## config.mk

```make
export PLATFORM = sky130hd
export DESIGN_NAME = pwm_timer
export DESIGN_NICKNAME = d
export VERILOG_FILES = /design/src/inc/pwm_pkg.sv /design/src/inc/cnt_if.sv /design/src/rtl/pwm_compare_unit.sv /design/src/rtl/pwm_timer.sv
export SDC_FILE = /design/constraint.sdc
export NUM_CORES = 1
export LEC_CHECK = 0
export ABC_AREA = 1
export BUFFER_PORTS_ARGS = -buffer_cell sky130_fd_sc_hd__buf_2
export CORE_UTILIZATION = 51
export DETAILED_ROUTE_END_ITERATION = 10
export PLACE_DENSITY = 0.73
export SYNTH_ARGS = -nofsm -noshare
export SYNTH_HDL_FRONTEND = slang
export SYNTH_HIERARCHICAL = 1
export SYNTH_SLANG_ARGS = --single-unit
```

## constraint.sdc

```tcl
create_clock -name clk_i -period 5.1 [get_ports clk_i]
set_input_delay 0.51 -clock clk_i [delete_from_list [all_inputs] [get_ports clk_i]]
set_output_delay 0.51 -clock clk_i [all_outputs]
set_load 0.02 [all_outputs]
```

## src/inc/pwm_pkg.sv

```systemverilog
package pwm_pkg;
    // Byte addresses of the word registers
    localparam logic [4:0] ADDR_CTRL = 5'h00;
    localparam logic [4:0] ADDR_COUNT = 5'h04;
    localparam logic [4:0] ADDR_PERIOD = 5'h08;
    localparam logic [4:0] ADDR_SC0 = 5'h0c;
    localparam logic [4:0] ADDR_MATCH0 = 5'h10;
    localparam logic [4:0] ADDR_SC1 = 5'h14;
    localparam logic [4:0] ADDR_MATCH1 = 5'h18;
    // Bit positions in the control/status registers
    localparam int FLAG_BIT = 7;
    localparam int IE_BIT = 6;
    localparam int HALT_BIT = 5;
    localparam int CRST_BIT = 4;
    localparam int LINK_BIT = 5;
    localparam int MSA_BIT = 4;
    localparam int ACT_HI = 3;
    localparam int ACT_LO = 2;
    localparam int TOV_BIT = 1;
    localparam int MAX_BIT = 0;
    // Values after reset
    localparam logic [15:0] PERIOD_RST = 16'hffff;
    localparam logic [15:0] MATCH_RST = 16'h0000;
    localparam logic [6:0] CTL_RST = 7'h00;
    localparam logic [2:0] PS_RST = 3'h0;
    // Second channel has no link bit
    localparam logic [6:0] CTL1_MASK = 7'h5f;
    // Encodings
    localparam logic [1:0] MODE_UNBUF = 2'h1;
    localparam logic [1:0] ACT_TOGGLE = 2'h1;
    localparam logic [1:0] ACT_CLEAR = 2'h2;
    localparam logic [1:0] ACT_SET = 2'h3;
    localparam logic [2:0] PS_NONE = 3'h7;
    localparam int PRE_W = 6;
endpackage : pwm_pkg

```

## src/inc/cnt_if.sv

```systemverilog
`timescale 1ns/1ps
// Counter timing shared by the compare units
interface cnt_if;
    logic tick;
    logic wrap;
    logic [15:0] next_cnt;
    modport src (output tick, output wrap, output next_cnt);
    modport dst (input tick, input wrap, input next_cnt);
endinterface : cnt_if

```

## src/rtl/pwm_compare_unit.sv

```systemverilog
`timescale 1ns/1ps
module pwm_compare_unit (
    input wire logic clk_i,
    input wire logic rst_i,
    cnt_if.dst cnt,
    input wire logic enable_i,
    input wire logic [1:0] action_i,
    input wire logic tov_i,
    input wire logic full_i,
    input wire logic [15:0] match_i,
    output logic pin_o,
    output logic match_o
);
    logic pin_reg;
    logic pin_next;
    wire hit = enable_i && cnt.tick && (cnt.next_cnt == match_i);
    wire tog = enable_i && cnt.wrap && tov_i;
    // Compare level is the complement of the pulse level
    wire active_lvl = (action_i == pwm_pkg::ACT_CLEAR);

    // Toggle first, compare after: a zero match still wins at the wrap
    always_comb begin
        pin_next = pin_reg;
        if (tog) begin
            pin_next = ~pin_reg;
        end
        if (hit) begin
            unique case (action_i)
                pwm_pkg::ACT_TOGGLE: pin_next = ~pin_next;
                pwm_pkg::ACT_CLEAR: pin_next = 1'b0;
                pwm_pkg::ACT_SET: pin_next = 1'b1;
                default: pin_next = pin_next;
            endcase
        end
        if (enable_i && full_i && tov_i) begin
            pin_next = active_lvl;
        end
    end

    // Pin level register
    always_ff @(posedge clk_i) begin
        if (rst_i) begin
            pin_reg <= 1'b0;
        end else begin
            pin_reg <= pin_next;
        end
    end

    assign pin_o = pin_reg;
    assign match_o = hit;
endmodule : pwm_compare_unit

```

## src/rtl/pwm_timer.sv

```systemverilog
// Register access over Wishbone and the address map were chosen for this implementation.
`timescale 1ns/1ps
// Operation
// - Link bit set joins channels 0 and 1; output only on first pin.
// - Set 0 rules first; the last written set takes over at each wrap.
// - Linked: first control register governs; second pin released.
// - Overflow toggle flips the pin at each wrap, except with full duty or a zero match.
// - Pulse width runs from wrap to compare match.
// - Period is limit value plus one prescaled clocks.
// - Duty equals match value over period count.
// - Mode 01 unbuffered, 10 buffered; action 10 clear, 11 set.
// - Toggle disabled with clear on compare gives a constant low pin, zero duty.
// - Full duty plus toggle holds the pin active.
// - Wrap sets its flag; interrupt only while enabled.
// - Compare sets channel flag; interrupt only while enabled.
// - Counter runs in wait mode; registers closed; interrupts wake.
// - Counter reset bit clears counter and prescaler, reads zero.
// - Halt bit stops counting; set by system reset.
module pwm_timer (
    input wire logic clk_i,
    input wire logic rst_i,
    input wire logic cyc_i,
    input wire logic stb_i,
    input wire logic we_i,
    input wire logic [4:0] adr_i,
    input wire logic [3:0] sel_i,
    input wire logic [31:0] dat_i,
    output logic [31:0] dat_o,
    output logic ack_o,
    input wire logic wait_i,
    output logic first_channel_pin_o,
    output logic first_channel_pin_oe_n_o,
    output logic second_channel_pin_o,
    output logic second_channel_pin_oe_n_o,
    output logic wrap_irq_o,
    output logic ch0_irq_o,
    output logic ch1_irq_o,
    output logic wake_o
);
    // Low bits set for the selected divide ratio
    function automatic logic [pwm_pkg::PRE_W-1:0] pre_mask(input logic [2:0] ps);
        pre_mask = pwm_pkg::PRE_W'((7'h01 << ps) - 7'h01);
    endfunction : pre_mask

    // Byte-lane merge of a 16-bit value
    function automatic logic [15:0] merge16(input logic [15:0] old,
                                            input logic [31:0] d,
                                            input logic [3:0] s);
        merge16 = {s[1] ? d[15:8] : old[15:8], s[0] ? d[7:0] : old[7:0]};
    endfunction : merge16

    logic ack_reg;
    logic [31:0] dat_reg;
    logic [31:0] rd_data;
    logic wrap_ie_reg;
    logic halt_reg;
    logic [2:0] ps_reg;
    logic [6:0] ctl0_reg;
    logic [6:0] ctl1_reg;
    logic [15:0] period_reg;
    logic [15:0] match0_reg;
    logic [15:0] match1_reg;
    logic [15:0] cnt_reg;
    logic [pwm_pkg::PRE_W-1:0] pre_reg;
    logic active_reg;
    logic active_next;
    logic last_reg;
    logic last_next;
    logic [2:0] flag_reg;
    logic [2:0] flag_next;
    logic [2:0] arm_reg;
    logic [2:0] arm_next;
    logic [2:0] clr;
    logic m0_hit;
    logic m1_hit;
    logic pin0;
    logic pin1;

    cnt_if cbus ();

    // Bus decode; registers are closed while the processor waits
    wire req = cyc_i && stb_i;
    wire [4:0] a = {adr_i[4:2], 2'h0};
    wire wr_go = req && we_i && ack_reg && !wait_i;
    wire rd_go = req && !we_i && ack_reg && !wait_i;
    wire hit_ctrl = (a == pwm_pkg::ADDR_CTRL);
    wire hit_sc0 = (a == pwm_pkg::ADDR_SC0);
    wire hit_sc1 = (a == pwm_pkg::ADDR_SC1);
    wire hit_period = (a == pwm_pkg::ADDR_PERIOD);
    wire hit_m0 = (a == pwm_pkg::ADDR_MATCH0);
    wire hit_m1 = (a == pwm_pkg::ADDR_MATCH1);
    wire wr_ctrl = wr_go && hit_ctrl && sel_i[0];
    wire wr_sc0 = wr_go && hit_sc0 && sel_i[0];
    wire wr_sc1 = wr_go && hit_sc1 && sel_i[0];
    wire wr_m0 = wr_go && hit_m0 && (|sel_i[1:0]);
    wire wr_m1 = wr_go && hit_m1 && (|sel_i[1:0]);

    // Channel mode decoding
    wire link = ctl0_reg[pwm_pkg::LINK_BIT];
    wire [1:0] mode0 = {link, ctl0_reg[pwm_pkg::MSA_BIT]};
    wire [1:0] act0 = ctl0_reg[pwm_pkg::ACT_HI:pwm_pkg::ACT_LO];
    wire [1:0] act1 = ctl1_reg[pwm_pkg::ACT_HI:pwm_pkg::ACT_LO];
    wire en0 = (mode0 == pwm_pkg::MODE_UNBUF) || mode0[1];
    wire en1 = !link && ctl1_reg[pwm_pkg::MSA_BIT];
    wire drive0 = en0 && (act0 != 2'h0);
    wire drive1 = en1 && (act1 != 2'h0);

    // Prescaler and counter timing
    wire crst = wr_ctrl && dat_i[pwm_pkg::CRST_BIT];
    wire [pwm_pkg::PRE_W-1:0] mask = pre_mask(ps_reg);
    wire tick = !halt_reg && (ps_reg != pwm_pkg::PS_NONE) && ((pre_reg & mask) == mask);
    wire wrap = tick && (cnt_reg == period_reg);
    wire [15:0] next_cnt = wrap ? 16'h0000 : cnt_reg + 16'h0001;

    assign cbus.tick = tick;
    assign cbus.wrap = wrap;
    assign cbus.next_cnt = next_cnt;

    // Prescaler and counter; the reset bit itself is never stored
    always_ff @(posedge clk_i) begin
        if (rst_i || crst) begin
            cnt_reg <= 16'h0000;
            pre_reg <= '0;
        end else if (!halt_reg) begin
            pre_reg <= pre_reg + 1'b1;
            if (tick) begin
                cnt_reg <= next_cnt;
            end
        end
    end

    // Main control register
    always_ff @(posedge clk_i) begin
        if (rst_i) begin
            wrap_ie_reg <= 1'b0;
            halt_reg <= 1'b1;
            ps_reg <= pwm_pkg::PS_RST;
        end else if (wr_ctrl) begin
            wrap_ie_reg <= dat_i[pwm_pkg::IE_BIT];
            halt_reg <= dat_i[pwm_pkg::HALT_BIT];
            ps_reg <= dat_i[2:0];
        end
    end

    // Channel control registers; second one loses its link bit
    always_ff @(posedge clk_i) begin
        if (rst_i) begin
            ctl0_reg <= pwm_pkg::CTL_RST;
            ctl1_reg <= pwm_pkg::CTL_RST;
        end else begin
            if (wr_sc0) begin
                ctl0_reg <= dat_i[6:0];
            end
            if (wr_sc1) begin
                ctl1_reg <= dat_i[6:0] & pwm_pkg::CTL1_MASK;
            end
        end
    end

    // Period limit and match values
    always_ff @(posedge clk_i) begin
        if (rst_i) begin
            period_reg <= pwm_pkg::PERIOD_RST;
            match0_reg <= pwm_pkg::MATCH_RST;
            match1_reg <= pwm_pkg::MATCH_RST;
        end else begin
            if (wr_go && hit_period) begin
                period_reg <= merge16(period_reg, dat_i, sel_i);
            end
            if (wr_m0) begin
                match0_reg <= merge16(match0_reg, dat_i, sel_i);
            end
            if (wr_m1) begin
                match1_reg <= merge16(match1_reg, dat_i, sel_i);
            end
        end
    end

    // Buffered set selection; the swap is taken on the wrap edge itself
    // so the compare at that edge already sees the new width
    always_comb begin
        last_next = last_reg;
        if (!link) begin
            last_next = 1'b0;
        end else if (wr_m1) begin
            last_next = 1'b1;
        end else if (wr_m0) begin
            last_next = 1'b0;
        end
        active_next = active_reg;
        if (!link) begin
            active_next = 1'b0;
        end else if (wrap) begin
            active_next = last_reg;
        end
    end

    always_ff @(posedge clk_i) begin
        if (rst_i) begin
            active_reg <= 1'b0;
            last_reg <= 1'b0;
        end else begin
            active_reg <= active_next;
            last_reg <= last_next;
        end
    end

    wire [15:0] match0_use = active_next ? match1_reg : match0_reg;

    // First channel carries the linked output
    pwm_compare_unit u_ch0 (
        .clk_i(clk_i),
        .rst_i(rst_i),
        .cnt(cbus.dst),
        .enable_i(en0),
        .action_i(act0),
        .tov_i(ctl0_reg[pwm_pkg::TOV_BIT]),
        .full_i(ctl0_reg[pwm_pkg::MAX_BIT]),
        .match_i(match0_use),
        .pin_o(pin0),
        .match_o(m0_hit)
    );

    pwm_compare_unit u_ch1 (
        .clk_i(clk_i),
        .rst_i(rst_i),
        .cnt(cbus.dst),
        .enable_i(en1),
        .action_i(act1),
        .tov_i(ctl1_reg[pwm_pkg::TOV_BIT]),
        .full_i(ctl1_reg[pwm_pkg::MAX_BIT]),
        .match_i(match1_reg),
        .pin_o(pin1),
        .match_o(m1_hit)
    );

    // Flags: read while set arms, write 0 then clears; a new event
    // disarms so a clear racing an event can never lose it
    wire [2:0] ev = {m1_hit, m0_hit, wrap};
    wire [2:0] hitv = {hit_sc1, hit_sc0, hit_ctrl};
    always_comb begin
        for (int i = 0; i < 3; i++) begin
            clr[i] = wr_go && hitv[i] && sel_i[0] && !dat_i[pwm_pkg::FLAG_BIT] && arm_reg[i];
            flag_next[i] = ev[i] || (flag_reg[i] && !clr[i]);
            arm_next[i] = arm_reg[i];
            if (ev[i]) begin
                arm_next[i] = 1'b0;
            end else if (rd_go && hitv[i] && flag_reg[i]) begin
                arm_next[i] = 1'b1;
            end else if (wr_go && hitv[i]) begin
                arm_next[i] = 1'b0;
            end
        end
    end

    always_ff @(posedge clk_i) begin
        if (rst_i) begin
            flag_reg <= 3'h0;
            arm_reg <= 3'h0;
        end else begin
            flag_reg <= flag_next;
            arm_reg <= arm_next;
        end
    end

    // Read data mux; closed registers read as zero
    always_comb begin
        rd_data = 32'h0000_0000;
        if (!wait_i) begin
            case (a)
                pwm_pkg::ADDR_CTRL:
                    rd_data = {24'h0, flag_reg[0], wrap_ie_reg, halt_reg, 2'h0, ps_reg};
                pwm_pkg::ADDR_COUNT: rd_data = {16'h0, cnt_reg};
                pwm_pkg::ADDR_PERIOD: rd_data = {16'h0, period_reg};
                pwm_pkg::ADDR_SC0: rd_data = {24'h0, flag_reg[1], ctl0_reg};
                pwm_pkg::ADDR_MATCH0: rd_data = {16'h0, match0_reg};
                pwm_pkg::ADDR_SC1: rd_data = {24'h0, flag_reg[2], ctl1_reg};
                pwm_pkg::ADDR_MATCH1: rd_data = {16'h0, match1_reg};
                default: rd_data = 32'h0000_0000;
            endcase
        end
    end

    // One wait state: data is latched together with the acknowledge
    always_ff @(posedge clk_i) begin
        if (rst_i) begin
            ack_reg <= 1'b0;
            dat_reg <= 32'h0000_0000;
        end else begin
            ack_reg <= req && !ack_reg;
            dat_reg <= rd_data;
        end
    end

    assign ack_o = ack_reg && req;
    assign dat_o = dat_reg;

    // Pins and interrupt requests
    assign first_channel_pin_o = pin0;
    assign first_channel_pin_oe_n_o = !drive0;
    assign second_channel_pin_o = pin1;
    assign second_channel_pin_oe_n_o = !drive1;
    assign wrap_irq_o = flag_reg[0] && wrap_ie_reg;
    assign ch0_irq_o = flag_reg[1] && ctl0_reg[pwm_pkg::IE_BIT];
    assign ch1_irq_o = flag_reg[2] && ctl1_reg[pwm_pkg::IE_BIT];
    assign wake_o = wait_i && (wrap_irq_o || ch0_irq_o || ch1_irq_o);
endmodule : pwm_timer

```

==> flow_summary.ini <==
[global_routing]
grtUsageTotal_pct = 29.13
antenna_found_initial = 0
grt_pass1_vias = 6164
grt_max_degree = 43
busiest_layer = met2
use_met1_pct = 40.69
grt_pass1_wl_um = 31440
overflow = 0
use_met3_pct = 6.444
grt.met2_usage_pct = 43.71

[worst_setup_path]
crit_top_cell = nand2_1
worst-setup-path-type = flop to flop
max_stage_delay_ns = 0.70
cp_cell_sequence = nand2_1 > o21ai_0 > nand2_1 > nor2_1 > nand2_1 > nor2_1 > nand3_1 > nand2_1 > nand3_1 > nand2_1 > o21ai_0 > nor3b_1 > nand3_1 > nor4_1 > inv_1 > a21oi_1
critPathLaunchType = flop
cp_max_fo = 16
crit_start = pre_reg[1]
critPathSlowestCell = nor4_1
cp.arrival_ns = 3.73
r2r-start = pre_reg[1]
crit_family = simple AND/OR/NAND/NOR gates
critPathBufInv = 1
crit_path_end_kind = flop
cp_data_required_time_ns = 5.45

[cts]
clockBufferDepth = 2
cts_made_buffers = 17
post_cts_buffers = 0
ctsHoldBuffers = 0
cts_num_sinks = 115
clk-insertion-delay-late_ns = 0.43
cts-resized-gates = 0
cts_tree = done
root_buffer = clkbuf_16
htreeDepth = 4
clk_pin_slew_worst_paths_ns = 0.05

[floorplanning]
dieWidth_um = 117.5
initial_core_util_pct = 53.03
coreArea_um2 = 12820
die_h_um = 117.5
dieArea_um2 = 13800
ioPinCount = 88
rows = 41

[synth]
synth-edff-count = 0
synthArstFlopShare_pct = 0
synth_area_um2 = 6802
yosysWarnings = 6
syn_avg_cell_area_um2 = 6.263
ys_seq_area_share_pct = 33.85
netlist_instances = 1086
synthDistinctLibCells = 42
synth_flop_cell = dfxtp_1
synth_seq_cells = 115

[placed_design]
port_buffers = 51
pre_cts_slack_ns = 1.825
dp_hpwl_um = 14830
globalplace.congestion = 0.9553

[pwr]
intPower_uw = 1713
p_sw_share_pct = 21.76
seqPwrFrac_pct = 41.3
p_leak_uw = 0.003447
pwr-share-comb_pct = 4.3
vdd_ir_drop_max_uv = 211.9
p_sw_uw = 476.7
power_per_cell_area_nw_per_um2 = 286.7
p_total_uw = 2190
clkPwrFrac_pct = 54.4

[sta]
period_share_pct = 66.19
drv_slew = 0
hold_violations = 0
tns_ns = 0
skew_ns = 0.007504
worstMarginPinSlew_ns = 0.8960
layout_min_cycle_time_ns = 3.376
rsz0062_at_grt = false
setup_violations = 0
fmax_mhz = 296.2
slew_headroom_pct = 39.94
worst_slack_ns = 1.724

[drt]
avgViaCountPerCell = 5.287
postRouteAntennaNets = 0
first_iter_violations = 673
via_count = 6916
drcViolationCount = 0
routed_wl_um = 19590
routedWlPerCell_um = 14.98
dr.pass1.iters = 5

[cells_and_area]
antennaDiodeCount = 0
nets = 1173
seq_area_um2 = 2302
multi_input_area_um2 = 3507
fillers = 1256
final_layout_size_suffix_gt1_share_pct = 10.56
syn2layout_area_growth_pct = 12.33

[run]
cap_violations = 0

[min_path]
hp-class = primary input to flop
min_from = dat_i[15]

[run_status]
status = finished clean
-- worst paths after layout --
check	slack, ns	depth (start not counted)	end
hold / removal	0.35	3	period_reg[15]
hold reg to reg	0.43	1	ack_reg
setup reg to reg	1.72	16	flag_reg[1]
setup / recovery	1.72	16	flag_reg[1]
-- worst reg2reg max path: stages (launching register included) --
cell and delay [ns]:
dfxtp_1 0.41, nand2_1 0.07, o21ai_0 0.07, nand2_1 0.07, nor2_1 0.10, nand2_1 0.18
nor2_1 0.23, nand3_1 0.10, nand2_1 0.44, nand3_1 0.12, nand2_1 0.19, o21ai_0 0.11
nor3b_1 0.18, nand3_1 0.09, nor4_1 0.70, inv_1 0.09, a21oi_1 0.15
-- cells in the mapped netlist (2+ instances only) --
cell / instances / area, um^2
a211oi_1: 2 / 15.01
a21oi_1: 91 / 455.4
a21oi_2: 2 / 17.52
a221oi_1: 9 / 78.83
a22oi_1: 2 / 15.01
buf_2: 12 / 60.06
buf_4: 19 / 142.6
buf_6: 2 / 22.52
clkbuf_1: 16 / 60.06
dfxtp_1: 115 / 2302
ha_1: 2 / 25.02
inv_1: 181 / 679.4
inv_2: 20 / 75.07
nand2_1: 251 / 942.2
nand2_2: 2 / 12.51
nand3_1: 51 / 255.2
nand4_1: 13 / 81.33
nor2_1: 95 / 356.6
nor2_2: 10 / 62.56
nor2_4: 2 / 22.52
nor3_1: 16 / 80.08
nor3_2: 2 / 20.02
nor3b_1: 4 / 30.03
nor4_1: 6 / 37.54
o21ai_0: 81 / 405.4
o21ai_1: 16 / 80.08
o22ai_1: 28 / 175.2
or2_1: 5 / 31.28
xnor2_1: 5 / 43.79
xor2_1: 14 / 122.6
-- cells by family after synthesis --
family | after synthesis | synth area share, %
buffers and inverters | 252 | 15.42
other | 1 | 0.05513
AOI/OAI and AO/OA | 235 | 18.71
and+or+nand+nor | 462 | 29.16
DFF | 115 | 33.85
xor gates and xnor gates | 19 | 2.447
adders and majority gates | 2 | 0.3679
-- cells in the final DEF, fill, tap and decap left out, types with 3 or more instances in the layout --
master,instances
nor3_1,16
buf_2,51
clkbuf_16,17
conb_1,16
or2_1,5
nand2_1,251
buf_4,3
nor4_1,6
xor2_1,14
nand4_1,13
nor2_1,95
inv_1,181
nor2_2,10
o21ai_0,81
dfxtp_1,115
nor3b_1,4
bufinv_16,3
o22ai_1,28
nand3_1,51
xnor2_1,5
clkbuf_1,7
inv_2,20
o21ai_1,16
a21oi_1,91
a221oi_1,9
-- layer usage --
metal | vias to the layer above | wire [um] | share of wire [%]
met5 | - | 0 | 0
met4 | 0 | 442 | 2.3
met3 | 33 | 1714 | 8.7
met2 | 277 | 8454 | 43
met1 | 3083 | 8983 | 46
li1 | 3523 | - | -
-- power groups by stage --
stage	Clock (uW)	Sequential [uW]	Combinational (uW)
floorplan	0	925	60.4
global placement	0	922	91.4
detailed placement	0	922	92.0
CTS	1200	904	92.4
global route	1230	903	102
finish	1190	904	94.3
-- metrics by stage --
| step | utilization, % | hold slack, ns | area, um^2 | std cells |
|---|---|---|---|---|
| final | 59.57 | 0.3494 | 7640 | 1308 |
| after global routing | 59.57 | 0.3746 | 7640 | 1308 |
| after CTS | 59.57 | 0.3408 | 7640 | 1308 |
| after detailed placement | 55.05 | 0.4252 | 7061 | 1277 |
| after global placement | 55.05 | 0.4133 | 7061 | 1277 |
| after floorplan | - | 0.4013 | 6858 | 1101 |
-- final cells by class --
class	instances	area share (%)
Multi-Input combinational cell	734	45.91
Timing Repair Buffer	54	3.636
Sequential cell	115	30.13
Clock buffer	26	6.273
Inverter	202	9.925
Tap cell	172	2.817
Clock inverter	5	1.310
Power figures use the tool's default switching activity.
